## src/logic/uisf_pkg.sv

```systemverilog
`default_nettype none
package uisf_pkg;

   // Register byte offsets
   localparam logic [7:0] OFS_MASK = 8'h38;
   localparam logic [7:0] OFS_RAW = 8'h3C;
   localparam logic [7:0] OFS_MASKED = 8'h40;
   localparam logic [7:0] OFS_CLR = 8'h44;
   localparam logic [7:0] OFS_DMA = 8'h48;
   localparam logic [7:0] OFS_XFC = 8'h50;
   localparam logic [7:0] OFS_RES1 = 8'h54;
   localparam logic [7:0] OFS_RES2 = 8'h58;
   localparam logic [7:0] OFS_STOP1 = 8'h5C;
   localparam logic [7:0] OFS_STOP2 = 8'h60;

   // Interrupt source positions
   localparam int BIT_CTS = 1;
   localparam int BIT_RX = 4;
   localparam int BIT_TX = 5;
   localparam int BIT_RTO = 6;
   localparam int BIT_FE = 7;
   localparam int BIT_PE = 8;
   localparam int BIT_BE = 9;
   localparam int BIT_OE = 10;
   localparam int BIT_XOFF = 11;
   localparam int BIT_TXE = 12;
   localparam int IRQ_W = 13;
   localparam logic [12:0] IRQ_IMPL = 13'h1FF2;
   localparam logic [12:0] IRQ_ERR = 13'h0780;

   // DMA control fields
   localparam int DMA_RXE = 0;
   localparam int DMA_TXE = 1;
   localparam int DMA_ONERR = 3;
   localparam logic [3:0] DMA_IMPL = 4'hB;

   // Flow control fields
   localparam int XFC_EN = 0;
   localparam int XFC_RMOD_LO = 1;
   localparam int XFC_TMOD_LO = 3;
   localparam int XFC_ANY = 5;
   localparam int XFC_SPEC = 6;
   localparam int XFC_W = 7;

   // Reset values
   localparam logic [12:0] RST_IRQ = 13'h0000;
   localparam logic [3:0] RST_DMA = 4'h0;
   localparam logic [6:0] RST_XFC = 7'h00;
   localparam logic [7:0] RST_CHAR = 8'h00;

   // Flow mode encoding
   typedef enum logic [1:0] {
      FM_OFF = 2'b00,
      FM_ONE = 2'b01,
      FM_TWO = 2'b10,
      FM_BOTH = 2'b11
   } uisf_mode_e;

   // Whole register state
   typedef struct packed {
      logic [12:0] raw;
      logic [12:0] mask;
      logic [3:0] dma;
      logic [6:0] xfc;
      logic [7:0] res1;
      logic [7:0] res2;
      logic [7:0] stop1;
      logic [7:0] stop2;
      logic [31:0] rdata;
      logic irq;
   } uisf_state_s;

   // Received character event
   typedef struct packed {
      logic valid;
      logic [7:0] data;
   } uisf_char_s;

endpackage : uisf_pkg
`default_nettype wire

```

## src/logic/uisf_regs.sv

```systemverilog
// The APB interface to the registers was left to the implementer.
`timescale 1ns/100ps
`default_nettype none

// Functional notes
// - Raw status bit 1 shows clear-to-send pending, read-only.
// - Raw bits 4, 5, 6 show receive, transmit, receive-timeout pending.
// - Raw bits 7 to 10 show framing, parity, break, overrun pending.
// - Raw bit 11 stop-character, bit 12 transmit-empty; bits 31:13 read zero.
// - Masked status at 0x40 shows pending and enabled sources.
// - Write-only clear register at 0x44, bits 1 and 4 to 12.
// - Writing one clears pending bit; zero leaves it.
// - Receive DMA requests only while dma_control bit 0 set.
// - Transmit DMA requests only while dma_control bit 1 set.
// - Bit 3 set blocks receive DMA while any error pending.
// - Software flow control acts only when 0x50 bit 0 set; special detection (bit 6) here ignores bit 0.
// - Receive mode 2:1 selects none, pair one, pair two, both.
// - Transmit mode 4:3 uses same encoding for sent flow control.
// - Bit 5 makes any received character a resume while a receive pair is selected.
// - Special character detection only while bit 6 set.
// - First resume character at 0x54 bits 7:0, reset zero.
// - Second resume character at 0x58 bits 7:0, reset zero.
// - Mask register at 0x38 enables each source, reads back.
// - Stop characters at 0x5C and 0x60 bits 7:0.
module uisf_regs (
   // Clock and reset
   input wire logic clk_sys,
   input wire logic rstn,
   // APB slave
   input wire logic psel,
   input wire logic penable,
   input wire logic pwrite,
   input wire logic [7:0] paddr,
   input wire logic [31:0] pwdata,
   output logic [31:0] prdata,
   output logic pready,
   output logic pslverr,
   // Interrupt source events, one-cycle pulses
   input wire logic [12:0] irq_set,
   // Datapath DMA readiness
   input wire logic rx_dma_want,
   input wire logic tx_dma_want,
   // Received character from receiver
   input wire uisf_pkg::uisf_char_s rx_char,
   // Transmit side asks to send a flow character
   input wire logic tx_send_stop,
   input wire logic tx_send_resume,
   // Outputs
   output logic irq,
   output logic rx_dma_req,
   output logic tx_dma_req,
   output logic rx_stop_seen,
   output logic rx_resume_seen,
   output logic tx_flow_valid,
   output logic [7:0] tx_flow_char,
   output logic special_char_seen
);

   uisf_pkg::uisf_state_s s_q, s_d;
   logic acc, wr, rd, hit;
   logic [12:0] masked, clr;
   uisf_pkg::uisf_mode_e rmode, tmode;
   logic flow_on, use1r, use2r, use1t, use2t;
   logic [7:0] c;

   // APB decode; zero-wait slave, unmapped answers error
   assign acc = psel & penable;
   assign wr = acc & pwrite;
   assign rd = acc & ~pwrite;
   assign pready = 1'b1;
   always_comb begin
      case (paddr)
         uisf_pkg::OFS_MASK, uisf_pkg::OFS_RAW, uisf_pkg::OFS_MASKED,
         uisf_pkg::OFS_CLR, uisf_pkg::OFS_DMA, uisf_pkg::OFS_XFC,
         uisf_pkg::OFS_RES1, uisf_pkg::OFS_RES2, uisf_pkg::OFS_STOP1,
         uisf_pkg::OFS_STOP2: hit = 1'b1;
         default: hit = 1'b0;
      endcase
   end
   assign pslverr = acc & ~hit;
   assign prdata = s_q.rdata;

   // Masked view and clear pulse
   assign masked = s_q.raw & s_q.mask;
   assign clr = (wr && paddr == uisf_pkg::OFS_CLR) ?
                (pwdata[12:0] & uisf_pkg::IRQ_IMPL) : 13'h0000;

   // Flow control decode
   assign flow_on = s_q.xfc[uisf_pkg::XFC_EN];
   assign rmode = uisf_pkg::uisf_mode_e'(s_q.xfc[uisf_pkg::XFC_RMOD_LO +: 2]);
   assign tmode = uisf_pkg::uisf_mode_e'(s_q.xfc[uisf_pkg::XFC_TMOD_LO +: 2]);
   // Pair selection per direction
   assign use1r = flow_on & (rmode == uisf_pkg::FM_ONE | rmode == uisf_pkg::FM_BOTH);
   assign use2r = flow_on & (rmode == uisf_pkg::FM_TWO | rmode == uisf_pkg::FM_BOTH);
   assign use1t = flow_on & (tmode == uisf_pkg::FM_ONE | tmode == uisf_pkg::FM_BOTH);
   assign use2t = flow_on & (tmode == uisf_pkg::FM_TWO | tmode == uisf_pkg::FM_BOTH);
   assign c = rx_char.data;

   // Next state
   always_comb begin
      s_d = s_q;
      // Set wins over clear so a same-cycle event is kept
      s_d.raw = ((s_q.raw & ~clr) | irq_set) & uisf_pkg::IRQ_IMPL;
      if (wr) begin
         case (paddr)
            uisf_pkg::OFS_MASK: s_d.mask = pwdata[12:0] & uisf_pkg::IRQ_IMPL;
            uisf_pkg::OFS_DMA: s_d.dma = pwdata[3:0] & uisf_pkg::DMA_IMPL;
            uisf_pkg::OFS_XFC: s_d.xfc = pwdata[6:0];
            uisf_pkg::OFS_RES1: s_d.res1 = pwdata[7:0];
            uisf_pkg::OFS_RES2: s_d.res2 = pwdata[7:0];
            uisf_pkg::OFS_STOP1: s_d.stop1 = pwdata[7:0];
            uisf_pkg::OFS_STOP2: s_d.stop2 = pwdata[7:0];
            default: s_d.xfc = s_q.xfc;
         endcase
      end
      // Read data captured at setup so it is steady in the access cycle
      s_d.rdata = 32'h0000_0000;
      if (psel && !penable && !pwrite) begin
         case (paddr)
            uisf_pkg::OFS_MASK: s_d.rdata = {19'h0, s_q.mask};
            uisf_pkg::OFS_RAW: s_d.rdata = {19'h0, s_q.raw};
            uisf_pkg::OFS_MASKED: s_d.rdata = {19'h0, masked};
            uisf_pkg::OFS_DMA: s_d.rdata = {28'h0, s_q.dma};
            uisf_pkg::OFS_XFC: s_d.rdata = {25'h0, s_q.xfc};
            uisf_pkg::OFS_RES1: s_d.rdata = {24'h0, s_q.res1};
            uisf_pkg::OFS_RES2: s_d.rdata = {24'h0, s_q.res2};
            uisf_pkg::OFS_STOP1: s_d.rdata = {24'h0, s_q.stop1};
            uisf_pkg::OFS_STOP2: s_d.rdata = {24'h0, s_q.stop2};
            default: s_d.rdata = 32'h0000_0000; // Clear register reads zero
         endcase
      end
      s_d.irq = |(s_d.raw & s_d.mask);
   end

   // State register
   always_ff @(posedge clk_sys or negedge rstn) begin
      if (!rstn) begin
         s_q <= '0;
      end else begin
         s_q <= s_d;
      end
   end
   assign irq = s_q.irq;

   // DMA requests gated by enables and error blocking
   assign rx_dma_req = rx_dma_want & s_q.dma[uisf_pkg::DMA_RXE]
      & ~(s_q.dma[uisf_pkg::DMA_ONERR] & |(s_q.raw & uisf_pkg::IRQ_ERR));
   assign tx_dma_req = tx_dma_want & s_q.dma[uisf_pkg::DMA_TXE];

   // Received character matching
   assign rx_stop_seen = rx_char.valid &
      ((use1r & c == s_q.stop1) | (use2r & c == s_q.stop2));
   // Any-char resume only counts while a receive pair is active
   assign rx_resume_seen = rx_char.valid & (use1r | use2r) &
      (s_q.xfc[uisf_pkg::XFC_ANY] | (use1r & c == s_q.res1) | (use2r & c == s_q.res2));
   // Special match looks at all four programmed characters
   assign special_char_seen = rx_char.valid & s_q.xfc[uisf_pkg::XFC_SPEC] &
      (c == s_q.res1 | c == s_q.res2 | c == s_q.stop1 | c == s_q.stop2);

   // Transmitted flow character: pair one preferred when both used
   // Stop outranks resume if the transmitter asks for both at once
   assign tx_flow_valid = (tx_send_stop | tx_send_resume) & (use1t | use2t);
   assign tx_flow_char = tx_send_stop ? (use1t ? s_q.stop1 : s_q.stop2)
                                      : (use1t ? s_q.res1 : s_q.res2);

   // Checks on pending bits and their clear

   // Receive bit must drop after a lone clear
   clr_wins_a: assert property (@(posedge clk_sys) disable iff (!rstn)
      (clr[uisf_pkg::BIT_RX] && !irq_set[uisf_pkg::BIT_RX]) |=> !s_q.raw[uisf_pkg::BIT_RX])
      else $error("clear did not remove pending bit");

   // An event must never be lost, even under a clear
   set_beats_clr_a: assert property (@(posedge clk_sys) disable iff (!rstn)
      irq_set[uisf_pkg::BIT_OE] |=> s_q.raw[uisf_pkg::BIT_OE])
      else $error("event lost against clear");

   // A zero in the clear word leaves the bit alone
   clr_zero_keep_a: assert property (@(posedge clk_sys) disable iff (!rstn)
      (s_q.raw[uisf_pkg::BIT_CTS] && !clr[uisf_pkg::BIT_CTS])
      |=> s_q.raw[uisf_pkg::BIT_CTS])
      else $error("pending bit lost without clear");

   // Every implemented source latches its own event
   for (genvar i = 0; i < uisf_pkg::IRQ_W; i++) begin : g_src
      if (uisf_pkg::IRQ_IMPL[i]) begin : g_impl
         // Per-source latch check
         src_latch_a: assert property (@(posedge clk_sys) disable iff (!rstn)
            irq_set[i] |=> s_q.raw[i])
            else $error("source event not latched");
      end
   end

   // Read views of the status words

   // Masked view read back as captured at setup
   masked_view_a: assert property (@(posedge clk_sys) disable iff (!rstn)
      (psel && !penable && !pwrite && paddr == uisf_pkg::OFS_MASKED)
      |=> prdata == {19'h0, $past(s_q.raw) & $past(s_q.mask)})
      else $error("masked status read wrong");

   // Raw view read back as captured at setup
   raw_read_a: assert property (@(posedge clk_sys) disable iff (!rstn)
      (psel && !penable && !pwrite && paddr == uisf_pkg::OFS_RAW)
      |=> prdata == {19'h0, $past(s_q.raw)})
      else $error("raw status read wrong");

   // Upper and unused status bits stay zero
   raw_upper_a: assert property (@(posedge clk_sys) disable iff (!rstn)
      prdata[31:13] == 19'h0 && !s_q.raw[0] && s_q.raw[3:2] == 2'b00)
      else $error("reserved status bits set");

   // Clear register is write-only and reads zero
   clr_read_a: assert property (@(posedge clk_sys) disable iff (!rstn)
      (psel && !penable && !pwrite && paddr == uisf_pkg::OFS_CLR) |=> prdata == 32'h0000_0000)
      else $error("clear register read not zero");

   // Mask keeps only implemented positions
   mask_write_a: assert property (@(posedge clk_sys) disable iff (!rstn)
      (wr && paddr == uisf_pkg::OFS_MASK)
      |=> s_q.mask == ($past(pwdata[12:0]) & uisf_pkg::IRQ_IMPL))
      else $error("mask not stored");

   // Mask reads back its current value
   mask_read_a: assert property (@(posedge clk_sys) disable iff (!rstn)
      (psel && !penable && !pwrite && paddr == uisf_pkg::OFS_MASK)
      |=> prdata == {19'h0, $past(s_q.mask)})
      else $error("mask read wrong");

   // Interrupt line follows the masked view
   irq_or_a: assert property (@(posedge clk_sys) disable iff (!rstn)
      ##1 irq == |(s_q.raw & s_q.mask))
      else $error("interrupt not OR of masked");

   // DMA request gating

   // Receive request only with its enable
   rx_dma_a: assert property (@(posedge clk_sys) disable iff (!rstn)
      rx_dma_req |-> s_q.dma[uisf_pkg::DMA_RXE] && rx_dma_want)
      else $error("receive dma without enable");

   // Transmit request follows enable and want
   tx_dma_a: assert property (@(posedge clk_sys) disable iff (!rstn)
      (tx_dma_want && s_q.dma[uisf_pkg::DMA_TXE]) |-> tx_dma_req)
      else $error("transmit dma not issued");

   // Transmit request never without its enable
   tx_dma_en_a: assert property (@(posedge clk_sys) disable iff (!rstn)
      tx_dma_req |-> s_q.dma[uisf_pkg::DMA_TXE])
      else $error("transmit dma without enable");

   // Error blocks receive requests when asked to
   dma_err_a: assert property (@(posedge clk_sys) disable iff (!rstn)
      (s_q.dma[uisf_pkg::DMA_ONERR] && |(s_q.raw & uisf_pkg::IRQ_ERR)) |-> !rx_dma_req)
      else $error("receive dma not blocked on error");

   // Errors are ignored with blocking off
   dma_err_free_a: assert property (@(posedge clk_sys) disable iff (!rstn)
      (!s_q.dma[uisf_pkg::DMA_ONERR] && rx_dma_want && s_q.dma[uisf_pkg::DMA_RXE])
      |-> rx_dma_req)
      else $error("receive dma blocked without cause");

   // Software flow control

   // Nothing flows while the enable is clear
   flow_off_a: assert property (@(posedge clk_sys) disable iff (!rstn)
      !s_q.xfc[uisf_pkg::XFC_EN] |-> !rx_stop_seen && !rx_resume_seen && !tx_flow_valid)
      else $error("flow control active while off");

   // Receive mode off silences both detectors
   rx_mode_off_a: assert property (@(posedge clk_sys) disable iff (!rstn)
      (rmode == uisf_pkg::FM_OFF) |-> !rx_stop_seen && !rx_resume_seen)
      else $error("receive flow active in mode off");

   // Pair two stop character is seen in its mode
   rx_pair_two_a: assert property (@(posedge clk_sys) disable iff (!rstn)
      (rx_char.valid && use2r && c == s_q.stop2) |-> rx_stop_seen)
      else $error("pair two stop missed");

   // Transmit mode off sends nothing
   tx_mode_off_a: assert property (@(posedge clk_sys) disable iff (!rstn)
      (tmode == uisf_pkg::FM_OFF) |-> !tx_flow_valid)
      else $error("transmit flow active in mode off");

   // Pair two mode sends the second stop character
   tx_pair_two_a: assert property (@(posedge clk_sys) disable iff (!rstn)
      (tx_flow_valid && tx_send_stop && tmode == uisf_pkg::FM_TWO) |-> tx_flow_char == s_q.stop2)
      else $error("pair two stop not sent");

   // Any character resumes when asked
   any_resume_a: assert property (@(posedge clk_sys) disable iff (!rstn)
      (rx_char.valid && s_q.xfc[uisf_pkg::XFC_ANY] && (use1r || use2r)) |-> rx_resume_seen)
      else $error("any-char resume missed");

   // Without any-char only programmed values resume
   resume_match_a: assert property (@(posedge clk_sys) disable iff (!rstn)
      (rx_resume_seen && !s_q.xfc[uisf_pkg::XFC_ANY]) |-> (c == s_q.res1 || c == s_q.res2))
      else $error("resume on unprogrammed character");

   // Special detection silent while off
   spec_off_a: assert property (@(posedge clk_sys) disable iff (!rstn)
      !s_q.xfc[uisf_pkg::XFC_SPEC] |-> !special_char_seen)
      else $error("special detect while off");

   // Special detection fires on a programmed character
   spec_on_a: assert property (@(posedge clk_sys) disable iff (!rstn)
      (rx_char.valid && s_q.xfc[uisf_pkg::XFC_SPEC] && c == s_q.stop1) |-> special_char_seen)
      else $error("special character missed");

   // Character registers

   // First resume character stored on write
   xon_write_a: assert property (@(posedge clk_sys) disable iff (!rstn)
      (wr && paddr == uisf_pkg::OFS_RES1) |=> s_q.res1 == $past(pwdata[7:0]))
      else $error("resume char one not stored");

   // Second resume character stored on write
   res_two_write_a: assert property (@(posedge clk_sys) disable iff (!rstn)
      (wr && paddr == uisf_pkg::OFS_RES2) |=> s_q.res2 == $past(pwdata[7:0]))
      else $error("resume char two not stored");

   // First stop character stored on write
   stop_one_write_a: assert property (@(posedge clk_sys) disable iff (!rstn)
      (wr && paddr == uisf_pkg::OFS_STOP1) |=> s_q.stop1 == $past(pwdata[7:0]))
      else $error("stop char one not stored");

   // Second stop character stored on write
   stop_two_write_a: assert property (@(posedge clk_sys) disable iff (!rstn)
      (wr && paddr == uisf_pkg::OFS_STOP2) |=> s_q.stop2 == $past(pwdata[7:0]))
      else $error("stop char two not stored");

   // Scenarios
   cov_clear_c: cover property (@(posedge clk_sys) disable iff (!rstn)
      s_q.raw[uisf_pkg::BIT_RX] ##1 clr[uisf_pkg::BIT_RX]);
   cov_irq_c: cover property (@(posedge clk_sys) disable iff (!rstn) $rose(irq));
   cov_block_c: cover property (@(posedge clk_sys) disable iff (!rstn)
      rx_dma_want && s_q.dma[uisf_pkg::DMA_RXE] && !rx_dma_req);
   cov_resume_c: cover property (@(posedge clk_sys) disable iff (!rstn) rx_resume_seen);
   cov_stop_c: cover property (@(posedge clk_sys) disable iff (!rstn) rx_stop_seen);

endmodule : uisf_regs

`default_nettype wire

```

## config.mk

```make
export PLATFORM = sky130hd
export DESIGN_NAME = uisf_regs
export DESIGN_NICKNAME = d
export VERILOG_FILES = /design/src/logic/uisf_pkg.sv /design/src/logic/uisf_regs.sv
export SDC_FILE = /design/constraint.sdc
export NUM_CORES = 1
export LEC_CHECK = 0
export ABC_AREA = 1
export CORE_MARGIN = 5
export CORE_UTILIZATION = 25
export CTS_CLUSTER_DIAMETER = 150
export DETAILED_ROUTE_END_ITERATION = 8
export DONT_BUFFER_PORTS = 1
export PLACE_DENSITY = 0.42
export SYNTH_ARGS = -nofsm -noshare
export SYNTH_HDL_FRONTEND = slang
export SYNTH_SLANG_ARGS = --single-unit
export TNS_END_PERCENT = 1
```

## constraint.sdc

```tcl
create_clock -name clk_sys -period 2.8 [get_ports clk_sys]
set_input_delay 0.84 -clock clk_sys [delete_from_list [all_inputs] [get_ports clk_sys]]
set_output_delay 0.84 -clock clk_sys [all_outputs]
set_load 0.01 [all_outputs]
```

[Word-level counts from Yosys, hierarchy flattened]
Cells that the tools add are included.
Storage, ports and cells
  flip-flop bits (word level): 98
  output and inout bits: 49
  word-level logic and storage cells: 100
Operators by class
  equality and inequality tests: 20
  muxes and demuxes: 15
  bitwise gates (word level): 41
  reductions and logical operators: 14
Operators by type and width (count)
  case mux 13 bit (9 select lines): 1
  equality test 8 x 7 -> 1 bit (second input constant): 8
  2-to-1 mux 56 bit: 1
  2-to-1 mux 8 bit: 7
  AND 13 bit: 3
  2-to-1 mux 13 bit: 3
  equality test 8 bit: 4
  AND 1 bit: 21
  equality test 8 x 6 -> 1 bit (second input constant): 2
  NOT 13 bit: 1
  OR 1 bit: 13
  OR 13 bit: 1
  OR reduction 13 bit: 1
  AND reduction 2 bit: 6
  OR reduction 10 bit: 1
  equality test 2 bit (second input constant): 4
  2-to-1 mux 7 bit: 1
  equality test 2 x 1 -> 1 bit (second input constant): 2
  2-to-1 mux 4 bit: 1
  OR reduction 4 bit: 1
  logical AND 1 bit: 3
  zero test 1 bit: 2
  NOT 1 bit: 2
  2-to-1 mux 1 bit: 1

[Depth between registers and ports, before layout]
Gate-level depths: netlist (run 1).
  depth after elaboration: 9
  depth in mapped cells: 11

[Least setup slack after synthesis (run 1)]
Ideal clock, no wire load.
  path type: input to output
  from: input rx_char[0] in the netlist's numbering
  to: output special_char_seen
  arrival: 1.748 ns
  slack: 0.212 ns
  cell stages on the path: 7
  cells stage by stage: clkbuf_1 > xnor2_1 > nand3_1 > nor2_1 > nand2_1 > and2_1 > a31oi_1
On the way
  longest elaborated chain between the ends: 5
  elaborated cells on any way between the ends: 8
  those cells by class: 4 x eq/ne; 4 x bitwise
Ends and longest elaborated chain
  start, declared: line uisf_regs.sv:44  | input wire uisf_pkg::uisf_char_s rx_char,
  equality test 8 bit: line uisf_regs.sv:158  | (c == s_q.res1 | c == s_q.res2 | c == s_q.stop1 | c == s_q.stop2);
  OR 1 bit (2 in a row): line uisf_regs.sv:158
  OR 1 bit (*): line uisf_regs.sv:158
  AND 1 bit (*): line uisf_regs.sv:157  | assign special_char_seen = rx_char.valid & s_q.xfc[uisf_pkg::XFC_SPEC] &
  end, declared: line uisf_regs.sv:56  | output logic special_char_seen
Mark *: on every way between the ends. The rest lies on a longest branch, timed or not.

[Worst setup path after layout (run 1)]
  from: input rx_char[1] in the netlist's numbering
  to: output special_char_seen
Same word-level chain as after synthesis.

==> flow_metrics.env, run 1 <==
export IMPL_status="finished clean"
export IMPL_synth_seq_cells=76
export IMPL_dieArea_sq_um=21400
export IMPL_synth_cell_types=39
export IMPL_peakVddDrop_uv=262
export IMPL_via_per_inst=4.68
export IMPL_yosys_warnings=0
export IMPL_drt_total_wl_mm=15.2
export IMPL_track_usage=0.141
export IMPL_grt_pass1_wl_mm=23.1
export IMPL_path_buf_inv=1
export IMPL_drv_cap=0
export IMPL_finalHoldViolCount=0
export IMPL_worstMarginPinSlew_ns=0.531
export IMPL_numPortBuffers=0
export IMPL_clock_latency_ns=0.34
export IMPL_finalCritPeriodShare=0.960
export IMPL_r2r_setup_slack_ns=1.65
export IMPL_cp_max_fo=6
export IMPL_synth_area_sq_um=4650
export IMPL_ys_flop_type="dfrtp_1"
export IMPL_p_leak_nw=2.41
export IMPL_crit_family="simple AND/OR/NAND/NOR gates"
export IMPL_clockPowerShare=0.487
export IMPL_p_int_w=0.00189
export IMPL_critPathKind="in -> out"
export IMPL_cpPeakStageDelay_ns=0.30
export IMPL_place_detailed_hpwl_mm=11.2
export IMPL_power_density_nw_per_um2=478
export IMPL_wl_per_cell_um=18.0
export IMPL_areaGrowthSynthToFinish_pct=10.5
export IMPL_start_kind="primary input"
export IMPL_cts_tree="yes"
export IMPL_worstPathRequired_ns=1.96
export IMPL_cp_startpoint="rx_char[1]"
export IMPL_dr_wl_met3_mm=1.19
export IMPL_first_pass_iters=5
export IMPL_switchingPower_w=0.000565
export IMPL_syn_inst=615
export IMPL_globalplace_congestion=0.911
export IMPL_max_freq_ghz=0.372
export IMPL_p_comb_frac=0.057
export IMPL_rsz0062_at_grt="no"
export IMPL_ctsHoldBuffers=0
export IMPL_cp_num_cells=5
export IMPL_worstHoldPathType="in -> async"
export IMPL_switching_share=0.230
export IMPL_final_min_clock_period_ns=2.69
export IMPL_hold_ws_ns=0.199
export IMPL_slew_violations=0
export IMPL_grt_ovfl_total=0
export IMPL_cp_arrival_ns=1.85
export IMPL_grt_pass1_vias=3978
export IMPL_die_x_um=146
export IMPL_route_detailed_drc=0
export IMPL_routed_wl_met2_mm=6.96
export IMPL_nNetsFinal=682
export IMPL_n_fill_cell=1975
export IMPL_slowest_stage="a31oi_4"
export IMPL_synth_yosys_seq_area_share=0.409
export IMPL_ctsHtreeMaxLevel=3
export IMPL_antenna_found_initial=1
export IMPL_synth_edff_count=0
export IMPL_grt_max_degree=77
export IMPL_numCtsBuffers=9
export IMPL_r2r_end="prdata[1]$_DFF_PN0_"
export IMPL_syn_area_per_cell_sq_um=7.56
export IMPL_end_kind="output pin"
export IMPL_coreArea_sq_um=18100
export IMPL_rr_worst_depth=7
export IMPL_final_antenna_net_count=0
export IMPL_vias=3960
export IMPL_root_buffer="clkbuf_16"
export IMPL_fin_setup_tns_ns=0
export IMPL_pwr_share_seq=0.456
export IMPL_initial_core_util=0.256
export IMPL_fin_skew_ns=0.00755
export IMPL_clkTransAtPathRegs_ns=0.06
export IMPL_cts_max_path_buffers=2
export IMPL_top_layer="met4"
export IMPL_crit_chain="or2_4, a21oi_4, nand4_1, a31oi_4, buf_6"
export IMPL_dieHeight_um=146
export IMPL_crit_end="special_char_seen"
export IMPL_synthArstFlopShare=1.00
export IMPL_r2r_start="s_q[34]$_DFFE_PN0P_"
export IMPL_rows=49
export IMPL_slew_headroom=0.644
export IMPL_clock_sinks=76
export IMPL_met1_length_mm=6.59
export IMPL_setup_viol_count_final=0
export IMPL_boundaryPins=120
export IMPL_drt_initial_drc_count=289
export IMPL_drive_gt1_frac=0.131
synth_stat cells, drive strengths merged (2+ instances only):
| cell type | instances | area (sq um) |
|---|---|---|
| nand4 | 17 | 113 |
| nor3 | 2 | 21.3 |
| dfrtp | 76 | 1900 |
| o21ai | 69 | 375 |
| clkbuf | 9 | 33.8 |
| nor2 | 58 | 258 |
| o211ai | 5 | 37.5 |
| conb | 2 | 7.51 |
| xor2 | 9 | 78.8 |
| buf | 45 | 330 |
| a22oi | 4 | 30.0 |
| xnor2 | 19 | 166 |
| a21oi | 15 | 90.1 |
| inv | 60 | 225 |
| nand2 | 169 | 654 |
| o22ai | 9 | 56.3 |
| nand3 | 39 | 210 |
sequential cells by signal, indices dropped and copies added, names as in the netlist:
signal and count:
rmode 2, s_q 59, irq 1, flow_on 1, prdata 13
metal layers:
layer / GRT usage / up-vias
met2: 0.223 / 137
li1: - / 1921
met3: 0.0459 / 28
met4: 0.0536 / 0
met5: 0 / -
met1: 0.179 / 1874
placed cells by master (no fill, tap or decap), types with 2 or more instances in the layout:
cell type	instances
nor2_1	47
conb_1	20
nand2_2	5
o211ai_1	5
nand3_1	36
nor2_4	3
nand3_2	3
o21ai_2	8
o21ai_1	3
a21oi_1	10
o22ai_1	9
nand2_1	163
nor2_2	8
o21ai_0	58
clkinv_2	2
clkbuf_16	9
a21oi_2	4
dfrtp_1	76
inv_2	5
inv_1	55
nand4_1	16
clkbuf_8	2
xor2_1	9
a22oi_1	4
xnor2_1	19
buf_4	20
repair_timing:
item,CTS,global route
endpoints found under the setup margin,1,2
endpoints found under the hold margin,0,0
resized for setup,1,7
pin swaps,1,4
setup buffers,0,1
through the flow:
stage | instances | power, W | worst slack (ns) | instance area (sq um) | utilization
2_1_floorplan | 633 | 0.00127 | 0.212 | 4720 | -
5_1_grt | 846 | 0.00256 | 0.0255 | 5140 | 0.283
3_5_place_dp | 828 | 0.00128 | -0.0497 | 4790 | 0.264
3_3_place_gp | 828 | 0.00128 | -0.0649 | 4790 | 0.264
4_1_cts | 844 | 0.00249 | 0.0188 | 5100 | 0.281
6_report | 846 | 0.00246 | 0.112 | 5140 | 0.283
worst reg2reg max path, cell delays in order, from the launching register on:
cell	delay, ns
dfrtp_1	0.42
buf_4	0.15
nand3_1	0.06
o21ai_0	0.08
nor2_1	0.14
nand3_1	0.10
nand2_1	0.07
inv_1	0.03
logic make-up (layout without fill, tap and decap cells):
| family | after synthesis | count (layout) | synth area share |
|---|---|---|---|
| DFF | 76 | 76 | 0.409 |
| buffers and inverters | 115 | 98 | 0.129 |
| xor gates and xnor gates | 28 | 28 | 0.0527 |
| and+or+nand+nor | 289 | 289 | 0.276 |
| other | 2 | 21 | 0.00162 |
| AOI/OAI and AO/OA | 105 | 105 | 0.132 |
layout make-up:
type | count | area, sq um | area share
Clock inverter | 4 | 47.5 | 0.00925
Antenna cell | 1 | 2.50 | 0.000487
Clock buffer | 12 | 256 | 0.0499
Timing Repair Buffer | 21 | 161 | 0.0314
Sequential cell | 76 | 1900 | 0.370
Multi-Input combinational cell | 442 | 2250 | 0.438
Inverter | 61 | 234 | 0.0455
Tap cell | 229 | 287 | 0.0557
worst min path at each step:
stage	start	end
6_report	rstn	s_q[53]$_DFFE_PN0P_
3_5_place_dp	s_q[85]$_DFF_PN0_	s_q[85]$_DFF_PN0_
3_3_place_gp	s_q[69]$_DFFE_PN0P_	s_q[69]$_DFFE_PN0P_
5_1_grt	rstn	s_q[53]$_DFFE_PN0P_
2_1_floorplan	s_q[69]$_DFFE_PN0P_	s_q[69]$_DFFE_PN0P_
4_1_cts	rstn	prdata[7]$_DFF_PN0_
power groups by stage:
stage / Clock [W] / Sequential (W) / Combinational [W]
final: 0.00120 / 0.00112 / 0.000140
after global routing: 0.00128 / 0.00112 / 0.000156
after floorplan: 0 / 0.00114 / 0.000131
after CTS: 0.00123 / 0.00112 / 0.000137
after detailed placement: 0 / 0.00114 / 0.000136
after global placement: 0 / 0.00114 / 0.000135
(Power assumes the default switching activity.)
==> inputs of run 2 (changes only) <==
Settings changed: CELL_PAD_IN_SITES_DETAIL_PLACEMENT set to 1, CELL_PAD_IN_SITES_GLOBAL_PLACEMENT set to 2, PLACE_DENSITY 0.42 to 0.63.
==> flow_metrics.env, run 2 (synthesized netlist as in run 1, its figures left out) <==
export IMPL_cts_tree="yes"
export IMPL_cpPeakStageDelay_ns=0.27
export IMPL_max_freq_ghz=0.376
export IMPL_globalplace_congestion=0.829
export IMPL_final_min_clock_period_ns=2.66
export IMPL_worstHoldPathType="in -> async"
export IMPL_cp_max_fo=6
export IMPL_clock_sinks=76
export IMPL_final_cell_mix="nand2_1, dfrtp_1, o21ai_0"
export IMPL_rows=49
export IMPL_peakVddDrop_uv=289
export IMPL_die_x_um=146
export IMPL_seq_area_sq_um=1900
export IMPL_areaGrowthSynthToFinish_pct=10.2
export IMPL_grt_ovfl_total=0
export IMPL_antenna_found_initial=0
export IMPL_drt_initial_drc_count=224
export IMPL_grt_pass1_wl_mm=25.3
export IMPL_cts_max_path_buffers=2
export IMPL_boundaryPins=120
export IMPL_drt_total_wl_mm=16.5
export IMPL_finalCritPeriodShare=0.950
export IMPL_worstPathRequired_ns=1.96
export IMPL_antenna_diode_count=0
export IMPL_cp_startpoint="rx_char[1]"
export IMPL_dpl_cell_area_sq_um=4800
export IMPL_clkTransAtPathRegs_ns=0.06
export IMPL_power_density_nw_per_um2=497
export IMPL_slew_violations=0
export IMPL_rsz0062_at_grt="no"
export IMPL_grt_pass1_vias=4218
export IMPL_nNetsFinal=682
export IMPL_regMostFlops="s_q"
export IMPL_crit_chain="or2_2, a21oi_2, nand4_1, a31oi_1, buf_4"
export IMPL_numPortBuffers=0
export IMPL_slew_headroom=0.620
export IMPL_critPathKind="in -> out"
export IMPL_crit_family="simple AND/OR/NAND/NOR gates"
export IMPL_p_leak_nw=2.41
export IMPL_design_area_sq_um=5120
export IMPL_track_usage=0.155
export IMPL_place_detailed_hpwl_mm=12.2
export IMPL_route_detailed_drc=0
export IMPL_status="finished clean"
export IMPL_largest_register_ffs=59
export IMPL_finalHoldViolCount=0
export IMPL_multi_input_area_sq_um=2230
export IMPL_root_buffer="clkbuf_16"
export IMPL_vias=4013
export IMPL_ctsHtreeMaxLevel=3
export IMPL_drive_gt1_frac=0.130
export IMPL_fin_skew_ns=0.00443
export IMPL_initial_core_util=0.256
export IMPL_slowest_stage="or2_2"
export IMPL_worstMarginPinSlew_ns=0.568
export IMPL_end_kind="output pin"
export IMPL_cp_arrival_ns=1.82
export IMPL_fin_setup_tns_ns=0
export IMPL_clock_latency_ns=0.35
export IMPL_cts_setup_buffers=0
export IMPL_dieArea_sq_um=21400
export IMPL_via_per_inst=4.75
export IMPL_final_common_cell="nand2_1"
export IMPL_path_buf_inv=1
export IMPL_final_antenna_net_count=0
export IMPL_first_pass_iters=4
export IMPL_grt_max_degree=77
export IMPL_coreArea_sq_um=18100
export IMPL_wl_per_cell_um=19.5
export IMPL_drv_cap=0
export IMPL_n_fill_cell=2205
export IMPL_setup_viol_count_final=0
export IMPL_numCtsBuffers=9
export IMPL_r2r_start="s_q[40]$_DFFE_PN0P_"
export IMPL_start_kind="primary input"
export IMPL_dieHeight_um=146
## run 2: changes by cell type in the layout (fill, tap and decap cells not counted), sizes merged
cell / delta
clkinvlp: +1
bufinv: +1
diode: -1
clkbuf: -2
## run 2: path summary, 6_finish.rpt
path,cells past startpoint,to,slack [ns]
worst max-delay path,5,special_char_seen,0.14
min in group clk_sys,2,s_q[70]$_DFFE_PN0P_,0.49
max in group asynchronous,0,s_q[90]$_DFF_PN0_,2.46
worst min-delay path,0,s_q[72]$_DFFE_PN0P_,0.19
worst max register to register,6,prdata[7]$_DFF_PN0_,1.61
worst min register to register,2,s_q[70]$_DFFE_PN0P_,0.49
## run 2: layout make-up
class,instances,area share
multi-input cells,442,0.434
flip-flops and latches,76,0.371
well taps,229,0.0559
inverters,61,0.0457
clock buffers,10,0.0447
repair buffers,21,0.0308
clock inverters,6,0.0173
## run 2: timing repair
item / CTS / global route
endpoints found under the setup margin: 0 / 2
endpoints found under the hold margin: 0 / 0
gates resized for setup: 0 / 3
hold buffers: 0 / 0
## run 2: power by group
group | internal [W] | total [W] | switching, W
registers | 0.00111 | 0.00112 | 0.0000125
logic | 0.0000451 | 0.000140 | 0.0000952
clock network | 0.000781 | 0.00128 | 0.000504
total | 0.00194 | 0.00255 | 0.000611
## run 2: routing by layer
metal  track usage  vias to the layer above  wire [um]
met3        0.0412                       15        986
met2         0.250                      103       7830
met1         0.202                     1972       7370
met5             0                        -          0
met4        0.0484                        0        262
li1              -                     1923          -
## run 2: worst reg2reg max path: stages (launching register included)
cell and delay (ns):
dfrtp_1 0.42, nand3_1 0.10, nand2_1 0.05, a21oi_1 0.24, nand4_1 0.13, nand2_1 0.08
inv_1 0.05
## run 2: per-stage QoR
step / utilization / worst slack (ns) / hold slack, ns / std cells / total power [W]
3_3_place_gp: 0.264 / 0.0510 / 0.468 / 829 / 0.00128
2_1_floorplan: - / 0.212 / 0.453 / 633 / 0.00127
5_1_grt: 0.282 / 0.0270 / 0.174 / 845 / 0.00263
3_5_place_dp: 0.264 / 0.0517 / 0.479 / 829 / 0.00128
4_1_cts: 0.282 / 0.0477 / 0.173 / 845 / 0.00258
6_report: 0.282 / 0.140 / 0.187 / 845 / 0.00255
==> inputs of run 3 (changes only) <==
Settings changed: BUFFER_PORTS_ARGS set to -buffer_cell sky130_fd_sc_hd__buf_2, DONT_BUFFER_PORTS 1 to not set, PLACE_DENSITY 0.63 to 0.73, SETUP_SLACK_MARGIN set to 0.4.
==> flow_metrics.env, run 3 (synthesized netlist as in run 1, its figures left out) <==
export IMPL_initial_core_util=0.256
export IMPL_grt_pass1_wl_mm=25.2
export IMPL_route_detailed_drc=0
export IMPL_drive_gt1_frac=0.265
export IMPL_root_buffer="clkbuf_16"
export IMPL_coreArea_sq_um=18100
export IMPL_setup_viol_count_final=0
export IMPL_antenna_found_initial=0
export IMPL_finalHoldViolCount=0
export IMPL_cts_tree="yes"
export IMPL_regMostFlops="s_q"
export IMPL_wl_per_cell_um=17.1
export IMPL_ctsHtreeMaxLevel=3
export IMPL_globalplace_congestion=0.793
export IMPL_final_min_clock_period_ns=2.70
export IMPL_largest_register_ffs=59
export IMPL_pwr_share_seq=0.453
export IMPL_r2r_end="prdata[1]$_DFF_PN0_"
export IMPL_final_common_cell="nand2_1"
export IMPL_worstPathRequired_ns=1.96
export IMPL_track_usage=0.148
export IMPL_areaGrowthSynthToFinish_pct=23.3
export IMPL_numCtsBuffers=9
export IMPL_first_pass_iters=4
export IMPL_slew_headroom=0.609
export IMPL_vias=4304
export IMPL_worstHoldPathType="in -> async"
export IMPL_dieHeight_um=146
export IMPL_start_kind="primary input"
export IMPL_clock_latency_ns=0.35
export IMPL_place_ws_ns=0.0125
export IMPL_boundaryPins=120
export IMPL_clockPowerShare=0.446
export IMPL_final_antenna_net_count=0
export IMPL_fin_setup_tns_ns=0
export IMPL_worstMarginPinSlew_ns=0.586
export IMPL_clock_sinks=76
export IMPL_critPathKind="in -> out"
export IMPL_rr_worst_depth=6
export IMPL_drv_cap=0
export IMPL_grt_ovfl_total=0
export IMPL_drt_initial_drc_count=250
export IMPL_final_cell_mix="nand2_1, dfrtp_1, buf_2"
export IMPL_end_kind="output pin"
export IMPL_rsz0062_at_grt="yes"
export IMPL_p_leak_nw=2.83
export IMPL_clkTransAtPathRegs_ns=0.06
export IMPL_ctsHoldBuffers=0
export IMPL_power_density_nw_per_um2=433
export IMPL_p_int_w=0.00183
export IMPL_r2r_start="s_q[34]$_DFFE_PN0P_"
export IMPL_status="finished clean"
export IMPL_antenna_diode_count=0
export IMPL_cts_max_path_buffers=2
export IMPL_p_comb_frac=0.101
export IMPL_peakVddDrop_uv=262
export IMPL_grt_pass1_vias=4630
export IMPL_grt_max_degree=43
export IMPL_die_x_um=146
export IMPL_drt_total_wl_mm=15.8
export IMPL_instances_no_fill=927
export IMPL_post_route_worst_setup_slack_ns=0.101
export IMPL_final_util=0.316
export IMPL_rows=49
export IMPL_dpl_cell_area_sq_um=5250
export IMPL_r2r_setup_slack_ns=1.62
export IMPL_place_detailed_hpwl_mm=12.2
export IMPL_nNetsFinal=764
export IMPL_switchingPower_w=0.000658
export IMPL_fin_skew_ns=0.00791
export IMPL_numPortBuffers=77
export IMPL_max_freq_ghz=0.370
export IMPL_via_per_inst=4.64
export IMPL_switching_share=0.265
export IMPL_cp_arrival_ns=1.86
export IMPL_design_area_sq_um=5730
export IMPL_cp_max_fo=4
export IMPL_dpl_cell_count=909
export IMPL_dieArea_sq_um=21400
export IMPL_finalCritPeriodShare=0.964
export IMPL_slew_violations=0
[run 3: changes by cell type in the layout (fill, tap and decap cells not counted), moves of 3 or more]
cell,previous run,this run
xnor2_2,0,7
nor2_4,3,6
nand2_1,163,160
xnor2_1,19,10
buf_2,0,71
nor2_1,46,42
buf_4,21,25
[run 3: per-stage QoR]
| stage | power [W] | hold slack, ns |
|---|---|---|
| 4_1_cts | 0.00249 | 0.498 |
| 2_1_floorplan | 0.00127 | 0.453 |
| 3_3_place_gp | 0.00136 | 0.472 |
| 5_1_grt | 0.00257 | 0.530 |
| 3_5_place_dp | 0.00137 | 0.483 |
| 6_report | 0.00248 | 0.498 |
[run 3: worst max-delay path: stages]
cell	delay, ns
buf_6	0.10
or2_2	0.27
a21oi_2	0.15
nand4_1	0.13
nor2_1	0.11
o21a_1	0.13
buf_2	0.12
[run 3: area by class of cell]
type	count	area [sq um]
Clock buffer	10	239
Clock inverter	6	40.0
Fill cell	2229	12400
Inverter	61	234
Multi-Input combinational cell	442	2390
Sequential cell	76	1900
Tap cell	229	287
Timing Repair Buffer	103	643
[run 3: how the worst max path moves through the flow]
stage / endpoint / cells past startpoint / from / slack, ns
finish: rx_stop_seen / 7 / rx_char[1] / 0.10
global route: rx_stop_seen / 8 / rx_char[2] / 0.006
CTS: rx_stop_seen / 8 / rx_char[0] / 0.05
detailed placement: rx_stop_seen / 9 / rx_char[1] / 0.01
global placement: rx_stop_seen / 7 / rx_char[1] / 0.02
floorplan: special_char_seen / 7 / rx_char[0] / 0.33
[run 3: metal layers]
layer  GRT usage  part of all wire  routed length (um)  vias up
met5           0                 0                   0        -
met4      0.0381             0.012                 194        0
met3      0.0254             0.035                 559       15
met2       0.263              0.52                8160       72
met1       0.187              0.44                6930     2115
li1            -                 -                   -     2102
[run 3: repair_timing]
action / in CTS / in global routing
setup endpoints to repair: 14 / 14
resized for setup: 11 / 31
setup buffers: 1 / 1
pin swaps: 6 / 10
[run 3: power groups by stage]
stage               clock [W]  combinational (W)  sequential [W]
detailed placement          0           0.000227         0.00114
global route          0.00117           0.000280         0.00113
floorplan                   0           0.000135         0.00114
global placement            0           0.000221         0.00114
CTS                   0.00113           0.000235         0.00112
finish                0.00111           0.000251         0.00112
